## config.mk

```make
export PLATFORM = sky130hd
export DESIGN_NAME = pcr_regs
export DESIGN_NICKNAME = d
export VERILOG_FILES = /design/src/rtl/pcr_pkg.sv /design/src/rtl/pcr_thresh_sel.sv /design/src/rtl/pcr_regs.sv
export SDC_FILE = /design/constraint.sdc
export NUM_CORES = 1
export LEC_CHECK = 0
export BUFFER_PORTS_ARGS = -buffer_cell sky130_fd_sc_hd__buf_4
export CORE_ASPECT_RATIO = 0.75
export CORE_UTILIZATION = 48
export DETAILED_ROUTE_END_ITERATION = 12
export PLACE_DENSITY = 0.9
export SETUP_SLACK_MARGIN = 0.1
export SYNTH_ARGS = -nofsm -noshare
export SYNTH_HDL_FRONTEND = slang
export SYNTH_SLANG_ARGS = --single-unit
```

## constraint.sdc

```tcl
create_clock -name clk_in -period 2.05 [get_ports clk_in]
set_input_delay 0.41 -clock clk_in [delete_from_list [all_inputs] [get_ports clk_in]]
set_output_delay 0.41 -clock clk_in [all_outputs]
set_load 0.03 [all_outputs]
```

## src/rtl/pcr_pkg.sv

```systemverilog
// Function
// - bits 7..5 per external regulator: zero checks power-good input, one ignores it.
// - overvoltage select bits 7..2 for rails one to five and ldo; one means 120 percent.
// - overvoltage select zero makes the threshold follow the primary overvoltage setting.
// - undervoltage select bits 7..2 for rails and ldo; zero follows primary undervoltage setting.
// - nonvolatile byte holds lowest two lot characters, first in upper nibble.
`default_nettype none
package pcr_pkg;
	// -------------------------------------------------------------------------
	// register offsets
	// -------------------------------------------------------------------------
	localparam logic [7:0] PCR_ADDR_PG_IGNORE = 8'h7a;
	localparam logic [7:0] PCR_ADDR_OV_SEL    = 8'h7b;
	localparam logic [7:0] PCR_ADDR_UV_SEL    = 8'h7c;
	localparam logic [7:0] PCR_ADDR_LOT_CHARS = 8'hb1;
	// -------------------------------------------------------------------------
	// field layout
	// -------------------------------------------------------------------------
	localparam int PCR_NUM_EXT   = 3;   // external regulators
	localparam int PCR_NUM_RAIL  = 6;   // rails one to five and the ldo
	localparam int PCR_PG_MSB    = 7;   // ignore bits 7..5
	localparam int PCR_PG_LSB    = 5;
	localparam int PCR_SEL_MSB   = 7;   // select bits 7..2
	localparam int PCR_SEL_LSB   = 2;
	localparam int PCR_LOT1_MSB  = 7;   // first character nibble
	localparam int PCR_LOT1_LSB  = 4;
	localparam int PCR_LOT2_MSB  = 3;   // second character nibble
	localparam int PCR_LOT2_LSB  = 0;
	// -------------------------------------------------------------------------
	// reset values and threshold codes
	// -------------------------------------------------------------------------
	localparam logic [7:0] PCR_RST_BYTE    = 8'h00;
	localparam int         PCR_OV_HIGH_PCT = 120; // level meant by the high overvoltage code
	localparam int         PCR_THR_W       = 4;   // width of a threshold code
	localparam logic [3:0] PCR_OV_HIGH     = 4'hf; // code for the 120 percent level
	localparam logic [3:0] PCR_UV_LOW      = 4'h0; // code for the lower undervoltage level
endpackage : pcr_pkg
`default_nettype wire

```

## src/rtl/pcr_thresh_sel.sv

```systemverilog
`timescale 1ns/1ps
`default_nettype none
module pcr_thresh_sel #(
	parameter int NUM_RAIL = 6,
	parameter int THR_W    = 4
) (
	input  wire logic [NUM_RAIL-1:0]       ov_high_sel_in,
	input  wire logic [NUM_RAIL-1:0]       uv_low_sel_in,
	input  wire logic [NUM_RAIL*THR_W-1:0] primary_overvoltage_config_in,
	input  wire logic [NUM_RAIL*THR_W-1:0] primary_undervoltage_config_in,
	output logic      [NUM_RAIL*THR_W-1:0] ov_thresh_out,
	output logic      [NUM_RAIL*THR_W-1:0] uv_thresh_out
);
	// -------------------------------------------------------------------------
	// per-rail threshold choice
	// -------------------------------------------------------------------------
	for (genvar i = 0; i < NUM_RAIL; i++) begin : g_rail
		// high select picks the fixed code, otherwise the primary setting
		assign ov_thresh_out[i*THR_W +: THR_W] = ov_high_sel_in[i] ?
			THR_W'(pcr_pkg::PCR_OV_HIGH) :
			primary_overvoltage_config_in[i*THR_W +: THR_W];
		assign uv_thresh_out[i*THR_W +: THR_W] = uv_low_sel_in[i] ?
			THR_W'(pcr_pkg::PCR_UV_LOW) :
			primary_undervoltage_config_in[i*THR_W +: THR_W];
	end
endmodule : pcr_thresh_sel
`default_nettype wire

```

## src/rtl/pcr_regs.sv

```systemverilog
`timescale 1ns/1ps
`default_nettype none
module pcr_regs #(
	parameter int NUM_EXT  = 3,
	parameter int NUM_RAIL = 6,
	parameter int THR_W    = 4
) (
	input  wire logic                      clk_in,
	input  wire logic                      rst_b_in,
	input  wire logic [7:0]                reg_addr_in,
	input  wire logic                      reg_wr_in,
	input  wire logic [7:0]                reg_wdata_in,
	input  wire logic                      reg_rd_in,
	output logic      [7:0]                reg_rdata_out,
	output logic                           reg_rvalid_out,
	input  wire logic                      nvm_load_in,
	input  wire logic [7:0]                nvm_data_in,
	input  wire logic [NUM_EXT-1:0]        ext_regulator_power_good_in,
	input  wire logic [NUM_RAIL*THR_W-1:0] primary_overvoltage_config_in,
	input  wire logic [NUM_RAIL*THR_W-1:0] primary_undervoltage_config_in,
	output logic      [NUM_RAIL*THR_W-1:0] ov_thresh_out,
	output logic      [NUM_RAIL*THR_W-1:0] uv_thresh_out,
	output logic      [NUM_EXT-1:0]        ext_pg_fault_out,
	output logic      [7:0]                lot_serial_chars_out
);
	// -------------------------------------------------------------------------
	// state
	// -------------------------------------------------------------------------
	typedef struct packed {
		logic [NUM_EXT-1:0]        pg_ignore;
		logic [NUM_RAIL-1:0]       ov_sel;
		logic [NUM_RAIL-1:0]       uv_sel;
		logic [7:0]                lot;
		logic [7:0]                rdata;
		logic                      rvalid;
		logic [NUM_EXT-1:0]        pg_s1;
		logic [NUM_EXT-1:0]        pg_s2;
		logic [NUM_EXT-1:0]        pg_s3;
		logic [NUM_EXT-1:0]        pg_filt;
		logic [NUM_EXT-1:0]        pg_fault;
		logic [NUM_RAIL*THR_W-1:0] ov_thr;
		logic [NUM_RAIL*THR_W-1:0] uv_thr;
	} pcr_state_s;

	pcr_state_s                st;
	pcr_state_s                next_st;
	logic [NUM_RAIL*THR_W-1:0] sel_ov_thr;
	logic [NUM_RAIL*THR_W-1:0] sel_uv_thr;
	logic [NUM_RAIL-1:0]       ov_sel_rail;
	logic [NUM_RAIL-1:0]       uv_sel_rail;
	logic [NUM_EXT-1:0]        pg_ignore_by_pin;

	// -------------------------------------------------------------------------
	// bit order: rail one and regulator one sit in the top bit of their byte
	// -------------------------------------------------------------------------
	always_comb begin
		for (int i = 0; i < NUM_RAIL; i++) begin
			ov_sel_rail[i] = st.ov_sel[NUM_RAIL-1-i];
			uv_sel_rail[i] = st.uv_sel[NUM_RAIL-1-i];
		end
		// pin bit zero is regulator one, whose ignore bit is the top one
		for (int e = 0; e < NUM_EXT; e++) begin
			pg_ignore_by_pin[e] = st.pg_ignore[NUM_EXT-1-e];
		end
	end

	pcr_thresh_sel #(
		.NUM_RAIL (NUM_RAIL),
		.THR_W    (THR_W)
	) u_thresh_sel (
		.ov_high_sel_in                 (ov_sel_rail),
		.uv_low_sel_in                  (uv_sel_rail),
		.primary_overvoltage_config_in  (primary_overvoltage_config_in),
		.primary_undervoltage_config_in (primary_undervoltage_config_in),
		.ov_thresh_out                  (sel_ov_thr),
		.uv_thresh_out                  (sel_uv_thr)
	);

	// -------------------------------------------------------------------------
	// next state
	// -------------------------------------------------------------------------
	always_comb begin
		next_st = st;
		// power-good pins: three flops, a change counts once stages two and three agree
		next_st.pg_s1 = ext_regulator_power_good_in;
		next_st.pg_s2 = st.pg_s1;
		next_st.pg_s3 = st.pg_s2;
		for (int e = 0; e < NUM_EXT; e++) begin
			if (st.pg_s2[e] == st.pg_s3[e]) begin
				next_st.pg_filt[e] = st.pg_s3[e];
			end
		end
		// fault only for a monitored regulator whose power-good is low
		next_st.pg_fault = ~st.pg_filt & ~pg_ignore_by_pin;
		next_st.ov_thr   = sel_ov_thr;
		next_st.uv_thr   = sel_uv_thr;
		// nonvolatile load first, a host write in the same cycle wins
		if (nvm_load_in) begin
			next_st.lot = nvm_data_in;
		end
		if (reg_wr_in) begin
			unique case (reg_addr_in)
				pcr_pkg::PCR_ADDR_PG_IGNORE: begin
					next_st.pg_ignore =
						reg_wdata_in[pcr_pkg::PCR_PG_MSB:pcr_pkg::PCR_PG_LSB];
				end
				pcr_pkg::PCR_ADDR_OV_SEL: begin
					next_st.ov_sel =
						reg_wdata_in[pcr_pkg::PCR_SEL_MSB:pcr_pkg::PCR_SEL_LSB];
				end
				pcr_pkg::PCR_ADDR_UV_SEL: begin
					next_st.uv_sel =
						reg_wdata_in[pcr_pkg::PCR_SEL_MSB:pcr_pkg::PCR_SEL_LSB];
				end
				pcr_pkg::PCR_ADDR_LOT_CHARS: begin
					next_st.lot = reg_wdata_in;
				end
				default: begin
				end
			endcase
		end
		// read answer one cycle later; reserved bits and unmapped bytes read zero
		next_st.rvalid = reg_rd_in;
		if (reg_rd_in) begin
			next_st.rdata = pcr_pkg::PCR_RST_BYTE;
			unique case (reg_addr_in)
				pcr_pkg::PCR_ADDR_PG_IGNORE: begin
					next_st.rdata[pcr_pkg::PCR_PG_MSB:pcr_pkg::PCR_PG_LSB] = st.pg_ignore;
				end
				pcr_pkg::PCR_ADDR_OV_SEL: begin
					next_st.rdata[pcr_pkg::PCR_SEL_MSB:pcr_pkg::PCR_SEL_LSB] = st.ov_sel;
				end
				pcr_pkg::PCR_ADDR_UV_SEL: begin
					next_st.rdata[pcr_pkg::PCR_SEL_MSB:pcr_pkg::PCR_SEL_LSB] = st.uv_sel;
				end
				pcr_pkg::PCR_ADDR_LOT_CHARS: begin
					next_st.rdata = st.lot;
				end
				default: begin
				end
			endcase
		end
		// synchronous reset clears all but the pin filter: checking on, primary selects, threshold codes zero
		if (!rst_b_in) begin
			next_st = '0;
			// pin filter restarts at the good level, so no false fault follows reset
			next_st.pg_s1   = '1;
			next_st.pg_s2   = '1;
			next_st.pg_s3   = '1;
			next_st.pg_filt = '1;
		end
	end

	// -------------------------------------------------------------------------
	// state register
	// -------------------------------------------------------------------------
	always_ff @(posedge clk_in) begin
		st <= next_st;
	end

	// outputs straight from flops
	assign reg_rdata_out        = st.rdata;
	assign reg_rvalid_out       = st.rvalid;
	assign ov_thresh_out        = st.ov_thr;
	assign uv_thresh_out        = st.uv_thr;
	assign ext_pg_fault_out     = st.pg_fault;
	assign lot_serial_chars_out = st.lot;

	// -------------------------------------------------------------------------
	// checks
	// -------------------------------------------------------------------------
	a_pg_ignore_mask: assert property (@(posedge clk_in) disable iff (!rst_b_in)
		$past(rst_b_in) && $past(pg_ignore_by_pin[0]) |-> !ext_pg_fault_out[0])
		else $error("ignored regulator raised a power-good fault");

	a_pg_low_fault: assert property (@(posedge clk_in) disable iff (!rst_b_in)
		(ext_regulator_power_good_in[1] == 1'b0) [*4] ##1 (st.pg_ignore[1] == 1'b0)
		|=> ext_pg_fault_out[1])
		else $error("monitored regulator low without fault");

	a_ov_high_code: assert property (@(posedge clk_in) disable iff (!rst_b_in)
		reg_wr_in && reg_addr_in == pcr_pkg::PCR_ADDR_OV_SEL && reg_wdata_in[7]
		|=> ##1 ov_thresh_out[THR_W-1:0] == THR_W'(pcr_pkg::PCR_OV_HIGH))
		else $error("rail one not at high overvoltage code");

	a_ov_primary: assert property (@(posedge clk_in) disable iff (!rst_b_in)
		!st.ov_sel[pcr_pkg::PCR_SEL_LSB-2] && $stable(st.ov_sel)
		|=> ov_thresh_out[(NUM_RAIL-1)*THR_W +: THR_W] ==
			$past(primary_overvoltage_config_in[(NUM_RAIL-1)*THR_W +: THR_W]))
		else $error("ldo overvoltage threshold not from primary setting");

	a_uv_primary: assert property (@(posedge clk_in) disable iff (!rst_b_in)
		!st.uv_sel[NUM_RAIL-1]
		|=> uv_thresh_out[THR_W-1:0] == $past(primary_undervoltage_config_in[THR_W-1:0]))
		else $error("rail one undervoltage threshold not from primary setting");

	a_lot_readback: assert property (@(posedge clk_in) disable iff (!rst_b_in)
		reg_rd_in && reg_addr_in == pcr_pkg::PCR_ADDR_LOT_CHARS
		|=> reg_rvalid_out && reg_rdata_out == $past(lot_serial_chars_out))
		else $error("lot byte read back wrong");

	a_reset_clear: assert property (@(posedge clk_in)
		!rst_b_in |=> reg_rdata_out == 8'h00 && !reg_rvalid_out
			&& ext_pg_fault_out == '0 && lot_serial_chars_out == 8'h00)
		else $error("state not cleared by reset");

	a_pg_reserved_field_zero: assert property (@(posedge clk_in) disable iff (!rst_b_in)
		reg_rd_in && reg_addr_in == pcr_pkg::PCR_ADDR_PG_IGNORE
		|=> reg_rdata_out[pcr_pkg::PCR_PG_LSB-1:0] == '0)
		else $error("reserved ignore bits read nonzero");

	a_uv_sel_write: assert property (@(posedge clk_in) disable iff (!rst_b_in)
		reg_wr_in && reg_addr_in == pcr_pkg::PCR_ADDR_UV_SEL
		|=> st.uv_sel == $past(reg_wdata_in[pcr_pkg::PCR_SEL_MSB:pcr_pkg::PCR_SEL_LSB]))
		else $error("undervoltage select write not stored");

	a_uv_low_code: assert property (@(posedge clk_in) disable iff (!rst_b_in)
		reg_wr_in && reg_addr_in == pcr_pkg::PCR_ADDR_UV_SEL && reg_wdata_in[pcr_pkg::PCR_SEL_LSB]
		|=> ##1 uv_thresh_out[(NUM_RAIL-1)*THR_W +: THR_W] == THR_W'(pcr_pkg::PCR_UV_LOW))
		else $error("ldo not at low undervoltage code");

	a_lot_nvm_load: assert property (@(posedge clk_in) disable iff (!rst_b_in)
		nvm_load_in && !(reg_wr_in && reg_addr_in == pcr_pkg::PCR_ADDR_LOT_CHARS)
		|=> lot_serial_chars_out == $past(nvm_data_in))
		else $error("lot byte not loaded from store");
endmodule : pcr_regs
`default_nettype wire

```

==> results of run 1 <==
-- power breakdown --
group          switching, mW  total (mW)  internal, mW
sequential            0.0267        1.94          1.91
clock                  0.617        1.54         0.926
combinational          0.245       0.480         0.235
-- stage by stage --
step / cell area, um2 / hold WS, ns / cells / setup slack [ns]
2_1_floorplan: 3760 / 0.386 / 375 / 0.194
3_3_place_gp: 4480 / 0.391 / 548 / 0.0999
3_5_place_dp: 4480 / 0.395 / 548 / 0.0736
4_1_cts: 4740 / 0.230 / 564 / 0.458
5_1_grt: 4740 / 0.218 / 564 / 0.436
6_report: 4740 / 0.234 / 564 / 0.450
-- registers in the layout, indices dropped and copies added, names as in the netlist --
register              count
ext_pg_fault_out          3
lot_serial_chars_out      8
ov_sel_rail               6
ov_thresh_out            24
pg_ignore_by_pin          3
reg_rdata_out             8
reg_rvalid_out            1
st                       18
uv_thresh_out            24
-- cell usage in the layout, fill, tap and decap left out --
master     netlist  layout
clkinv_2         0       3
o211a_1          8       8
or4_1            1       1
a22oi_1          8       8
nand3_1         12      12
nand4b_1         1       1
buf_12           0       1
bufinv_16        0       4
a22o_1           3       3
nand2_1         27      27
o21a_1          24      24
and2_1          26      26
nor2_1           3       3
nand4_1          2       2
o21ai_0         13      13
nor3_1           4       4
mux2i_1         15      15
clkbuf_8         0       9
inv_1            4       4
a21boi_0         8       8
nor2_2           1       1
nand4bb_1        1       1
or4_4            1       1
nor3b_1          3       3
and3_1           1       1
nor2b_1         13      13
a221oi_1         3       3
nand2b_1        13      13
dfxtp_1         95      95
a21oi_1          3       3
and4b_1          1       1
or3_1            1       1
buf_4           67     151
-- path summary, 6_finish.rpt --
check,startpoint,end,depth (start not counted),slack (ns)
hold reg to reg,st[60],st[57],1,0.41
hold / removal,ext_regulator_power_good_in[1],st[61],2,0.23
setup reg to reg,pg_ignore_by_pin[2],reg_rdata_out[5],3,1.09
setup / recovery,reg_addr_in[1],lot_serial_chars_out[2],5,0.45
-- logic make-up (layout without fill, tap and decap cells) --
logic type	count (synthesis)	in the layout
buffers and inverters	84	172
multiplexers	15	15
flip-flops	95	95
AND/OR/NAND/NOR	111	111
AO/OA/AOI/OAI	70	70
-- critical path, delay by kind of cell --
family | cells | cell delay (ns)
AO/OA/AOI/OAI | 1 | 0.22
AND/OR/NAND/NOR | 2 | 0.89
buffers and inverters | 2 | 0.33
-- final cells by class --
class                           count  area [um2]
Clock buffer                        9         124
Clock inverter                      7         135
Fill cell                         625        2730
Inverter                            4        15.0
Multi-Input combinational cell    196        1280
Sequential cell                    95        1900
Tap cell                          101         126
Timing Repair Buffer              152        1150
-- metal layers --
layer / global-route usage [%] / vias up / part of all wire [%]
li1: - / 1364 / -
met1: 22.8 / 1306 / 41
met2: 36.0 / 119 / 50
met3: 8.47 / 14 / 7.9
met4: 5.00 / 0 / 1.3
met5: 0 / - / 0
-- Yosys cell counts (all sizes together) --
cell type  instances
a22oi              8
o21a              24
nand2b            13
a22o               3
mux2i             15
a21boi             8
and2              26
and4b              1
a221oi             3
buf               71
nand4bb            1
a21oi              3
nand3             12
and3               1
inv                4
nor2               4
or3                1
nand4              2
clkbuf             9
o21ai             13
nor2b             13
dfxtp             95
or4                2
nor3               4
nand2             27
o211a              8
nand4b             1
nor3b              3
==> flow_summary.toml, run 1 <==
[timing]
rsz0062_at_grt = "no"
period_share_pct = 78.0
slew_violations = 0
fin_setup_tns_ns = 0
worstMarginPinSlew_ns = 0.499
final-hold-violation-count = 0
period_needed_ns = 1.60
setup_viol = 0
fmax_ghz = 0.625
slew_headroom_pct = 66.6
fin_skew_ns = 0.00831

[clock_tree]
post_cts_buffers = 0
clk_pin_slew_ns = 0.08
cts.path.max_buffers = 2
cts_tree = "done"
cts.sinks = 95
htree_levels = 3
clk_latency_ns = 0.36
cts_resized = 0
cts_hold_buf = 0
numCtsBuffers = 9
cts_root_buf = "clkbuf_8"

[layout]
area_growth_pct = 26.0
num_antenna_cells = 0
nets = 538
finish.utilization_pct = 63.5
drive_above_1_share_pct = 36.7

[worst_setup_path]
crit_type = "input port to register"
critPathMostFrequentCell = "buf_4"
slowest_stage = "or4_4"
cp.arrival_ns = 1.85
crit_fanout = 16
cp_slowest_stage_delay_ns = 0.54
required_ns = 2.30
critPathLaunchType = "input port"
cp_cell_sequence = "buf_4 -> or4_4 -> or3_1 -> buf_4 -> o211a_1"
cp-end-kind = "register"

[global_route]
grt_max_degree = 75
antenna_found_initial = 0
grtUsageTotal_pct = 20.4
grt_pass1_wl_mm = 12.9
overflow = 0
grt_pass1_vias = 2805

[power]
power_density_mw_per_mm2 = 836
power_mw = 3.96
power.leakage_nw = 2.19
ir_worst_vdd_uv = 512

[logic_synthesis]
synth-xor-area-share_pct = 0
synth-seq-cells = 95
ys_top_cells_by_area = "dfxtp_1 (51%), buf_4 (13%), o21a_1 (4.8%)"
synth.cell_area_mm2 = 0.00376
synth.distinct_cells = 33
synthCells = 375
muxShareOfSynthArea_pct = 3.99
synthSimpleGateAreaFrac_pct = 16.5
synth_top_area_share_pct = 50.6
synthAdderAreaFrac_pct = 0
ys_warn_count = 0
yosysSeqAreaShare_pct = 50.6
synth_nets = 455
avgSynthCellArea_um2 = 10.0
synth_compound_area_share_pct = 13.6
yosysTopAreaCell = "dfxtp_1"
synth_top_family_by_area = "simple AND/OR/NAND/NOR gates"

[floorplanning]
boundaryPins = 148
die-area_mm2 = 0.00820
num_rows = 27
start_util_pct = 50.4
core_mm2 = 0.00747
die_w_um = 104
die_h_um = 78.7

[drt]
route.detailed.drc = 0
via_count = 2803
routed_wl_mm = 8.12
drt-initial-drc-count = 103
vias_per_cell = 4.97
ant_nets = 0
wl_per_cell_um = 14.4
dr.pass1.iters = 4

[hold_path]
hold_class = "input port to register"

[placement]
port_buffers = 147
place_hpwl_mm = 6.21
globalplace.congestion = 0.799

[run_status]
status = "finished clean"

[job]
max_cap_violations = 0
Note: power is estimated with default switching activity, not from simulation.
==> inputs of run 2 (changes only) <==
Settings changed: ABC_AREA set to 1, CORE_UTILIZATION 48 to 49, PLACE_DENSITY 0.9 to 0.91.
Clock period 2.05 ns to 1.55 ns, I/O delays scaled along.
==> run 2 against run 1 <==
  * Global-route usage decreased by 0.28 points
  * Final cell count grew 15%
  * Core utilization down 0.39 points
  * Critical path type is now register to output port
  * Synthesized cell count grew 24%
  * Largest cell class unchanged
  * Worst hold slack lost 0.091 ns
  * Power grew 22%
  * Clock power increased by 3%
  * Wire length shrank 1.6%
  * Clock-buffer cell count increased by 1
==> flow_summary.toml, run 2 <==
[run_status]
status = "finished clean"

[layout]
multi_input_area_mm2 = 0.00116
nets = 625
register_area_mm2 = 0.00190
mostFrequentLayoutCell = "buf_4"
finish.utilization_pct = 63.1
final_cell_mix = "buf_4 (152), dfxtp_1 (95), nor2_1 (76)"
drive_above_1_share_pct = 36.9
area_growth_pct = 22.0
fill_cells = 636
num_antenna_cells = 0
final_cells = 651
final_area_mm2 = 0.00473

[placement]
placed_cell_area_mm2 = 0.00454
globalplace.congestion = 0.873
port_buffers = 147
pre_cts_ws_ns = 0.0282
dp_cells = 635
place_hpwl_mm = 6.25

[clock_tree]
cts_hold_buf = 0
clk_latency_ns = 0.36
post_cts_buffers = 0
cts.sinks = 95
htree_levels = 3
cts_tree = "done"
clk_pin_slew_ns = 0.10
cts.path.max_buffers = 2
numCtsBuffers = 9
cts_root_buf = "clkbuf_8"
cts_resized = 0

[worst_setup_path]
cp.arrival_ns = 0.93
slowest_stage = "dfxtp_1"
crit_buf_inv = 1
cp_cell_sequence = "buf_4"
required_ns = 1.24
reg2regPathDepth = 4
critPathLaunchType = "register"
crit_type = "register to output port"
cp_num_cells = 1
crit_fanout = 3
cp-end-kind = "output port"
cp_slowest_stage_delay_ns = 0.39
critical-path-top-delay-family = "flip-flops"

[power]
power_density_mw_per_mm2 = 1020
power.leakage_nw = 2.30
power_mw = 4.83
ir_worst_vdd_uv = 579

[logic_synthesis]
synth_top_area_share_pct = 49.0
yosysSeqAreaShare_pct = 49.0
synth.most_common_cell = "dfxtp_1"
avgSynthCellArea_um2 = 8.36
async_flop_share_pct = 0
ys_top_cells_by_area = "dfxtp_1 (49%), buf_4 (13%), nor2_1 (7.4%)"
synth_top_family_by_area = "buffers and inverters"
yosysTopAreaCell = "dfxtp_1"
synthCells = 464
synth-xor-area-share_pct = 0
muxShareOfSynthArea_pct = 2.32
synth_nets = 544
synthAdderAreaFrac_pct = 0
synth.distinct_cells = 26
synthSimpleGateAreaFrac_pct = 19.7
synth.cell_area_mm2 = 0.00388
synth_edf_count = 0
yosys-top-cells-count = "dfxtp_1 (95), nor2_1 (76), buf_4 (68)"
ys_warn_count = 0
synthFlopType = "dfxtp_1"
synth_compound_area_share_pct = 7.80
synth-seq-cells = 95

[floorplanning]
boundaryPins = 148
start_util_pct = 51.7
die_h_um = 79.1
die-area_mm2 = 0.00828
die_w_um = 105
num_rows = 27
core_mm2 = 0.00750

[hold_path]
worstHoldPathCells = 3
hold_class = "input port to register"

[drt]
routed_wl_mm = 7.99
via_count = 2989
ant_nets = 0
drt-initial-drc-count = 176
route.detailed.drc = 0
vias_per_cell = 4.59
wl_per_cell_um = 12.3
dr.pass1.iters = 4

[timing]
slew_headroom_pct = 76.0
final-hold-violation-count = 0
setup_viol = 0
fmax_ghz = 0.808
rsz0062_at_grt = "no"
slew_violations = 0
period_share_pct = 79.9
period_needed_ns = 1.24
worstMarginPinSlew_ns = 0.359
setup_slack_ns = 0.312
fin_skew_ns = 0.0119
whs_ns = 0.143
fin_setup_tns_ns = 0

[global_route]
grt_pass1_wl_mm = 12.9
grt_pass1_vias = 2830
overflow = 0
antenna_found_initial = 0
grt_max_degree = 27
grtUsageTotal_pct = 20.1

[job]
max_cap_violations = 0
==> run 2: cell count changes in the layout (fill, tap and decap cells not counted), sizes merged, moves of 17 or more <==
| cell | change |
|---|---|
| nand3 | +17 |
| a21oi | +31 |
| nor2 | +77 |
| inv | +48 |
| and2 | -24 |
| nand2 | +17 |
| o21a | -24 |
==> run 2: cells by family (layout without fill, tap and decap cells) <==
group,count (synthesis),count (layout)
DFF,95,95
AOI/OAI and AO/OA,56,56
muxes,8,8
buffers and inverters,133,219
and+or+nand+nor,172,172
==> run 2: layout make-up <==
class | instances | area share [%]
Timing Repair Buffer | 153 | 24.5
Clock buffer | 10 | 2.70
Inverter | 50 | 3.97
Multi-Input combinational cell | 236 | 24.5
Tap cell | 101 | 2.67
Clock inverter | 6 | 1.45
Sequential cell | 95 | 40.2
==> run 2: report_power, final <==
group / switching (mW) / internal [mW]
combinational: 0.364 / 0.302
clock: 0.836 / 0.758
sequential: 0.0338 / 2.53
==> run 2: layer usage <==
| layer | up-vias | track usage, % | share of wire [%] |
|---|---|---|---|
| met5 | - | 0 | 0 |
| met4 | 0 | 6.06 | 1.3 |
| met3 | 9 | 7.22 | 8.1 |
| met2 | 118 | 32.5 | 46 |
| met1 | 1327 | 25.2 | 45 |
| li1 | 1535 | - | - |
==> run 2: path summary, 6_finish.rpt <==
check,start,endpoint,slack (ns)
worst max-delay path,lot_serial_chars_out[4],lot_serial_chars_out[4],0.31
worst min-delay path,primary_overvoltage_config_in[3],ov_thresh_out[3],0.14
worst max register to register,ov_sel_rail[4],reg_rdata_out[3],0.58
worst min register to register,st[60],st[57],0.41
==> run 2: worst reg2reg max path, stage by stage, from the launching register on <==
cell and delay [ns]:
dfxtp_1 0.49, nand3_1 0.12, nand3_1 0.13, nand2_1 0.07
a21oi_1 0.11
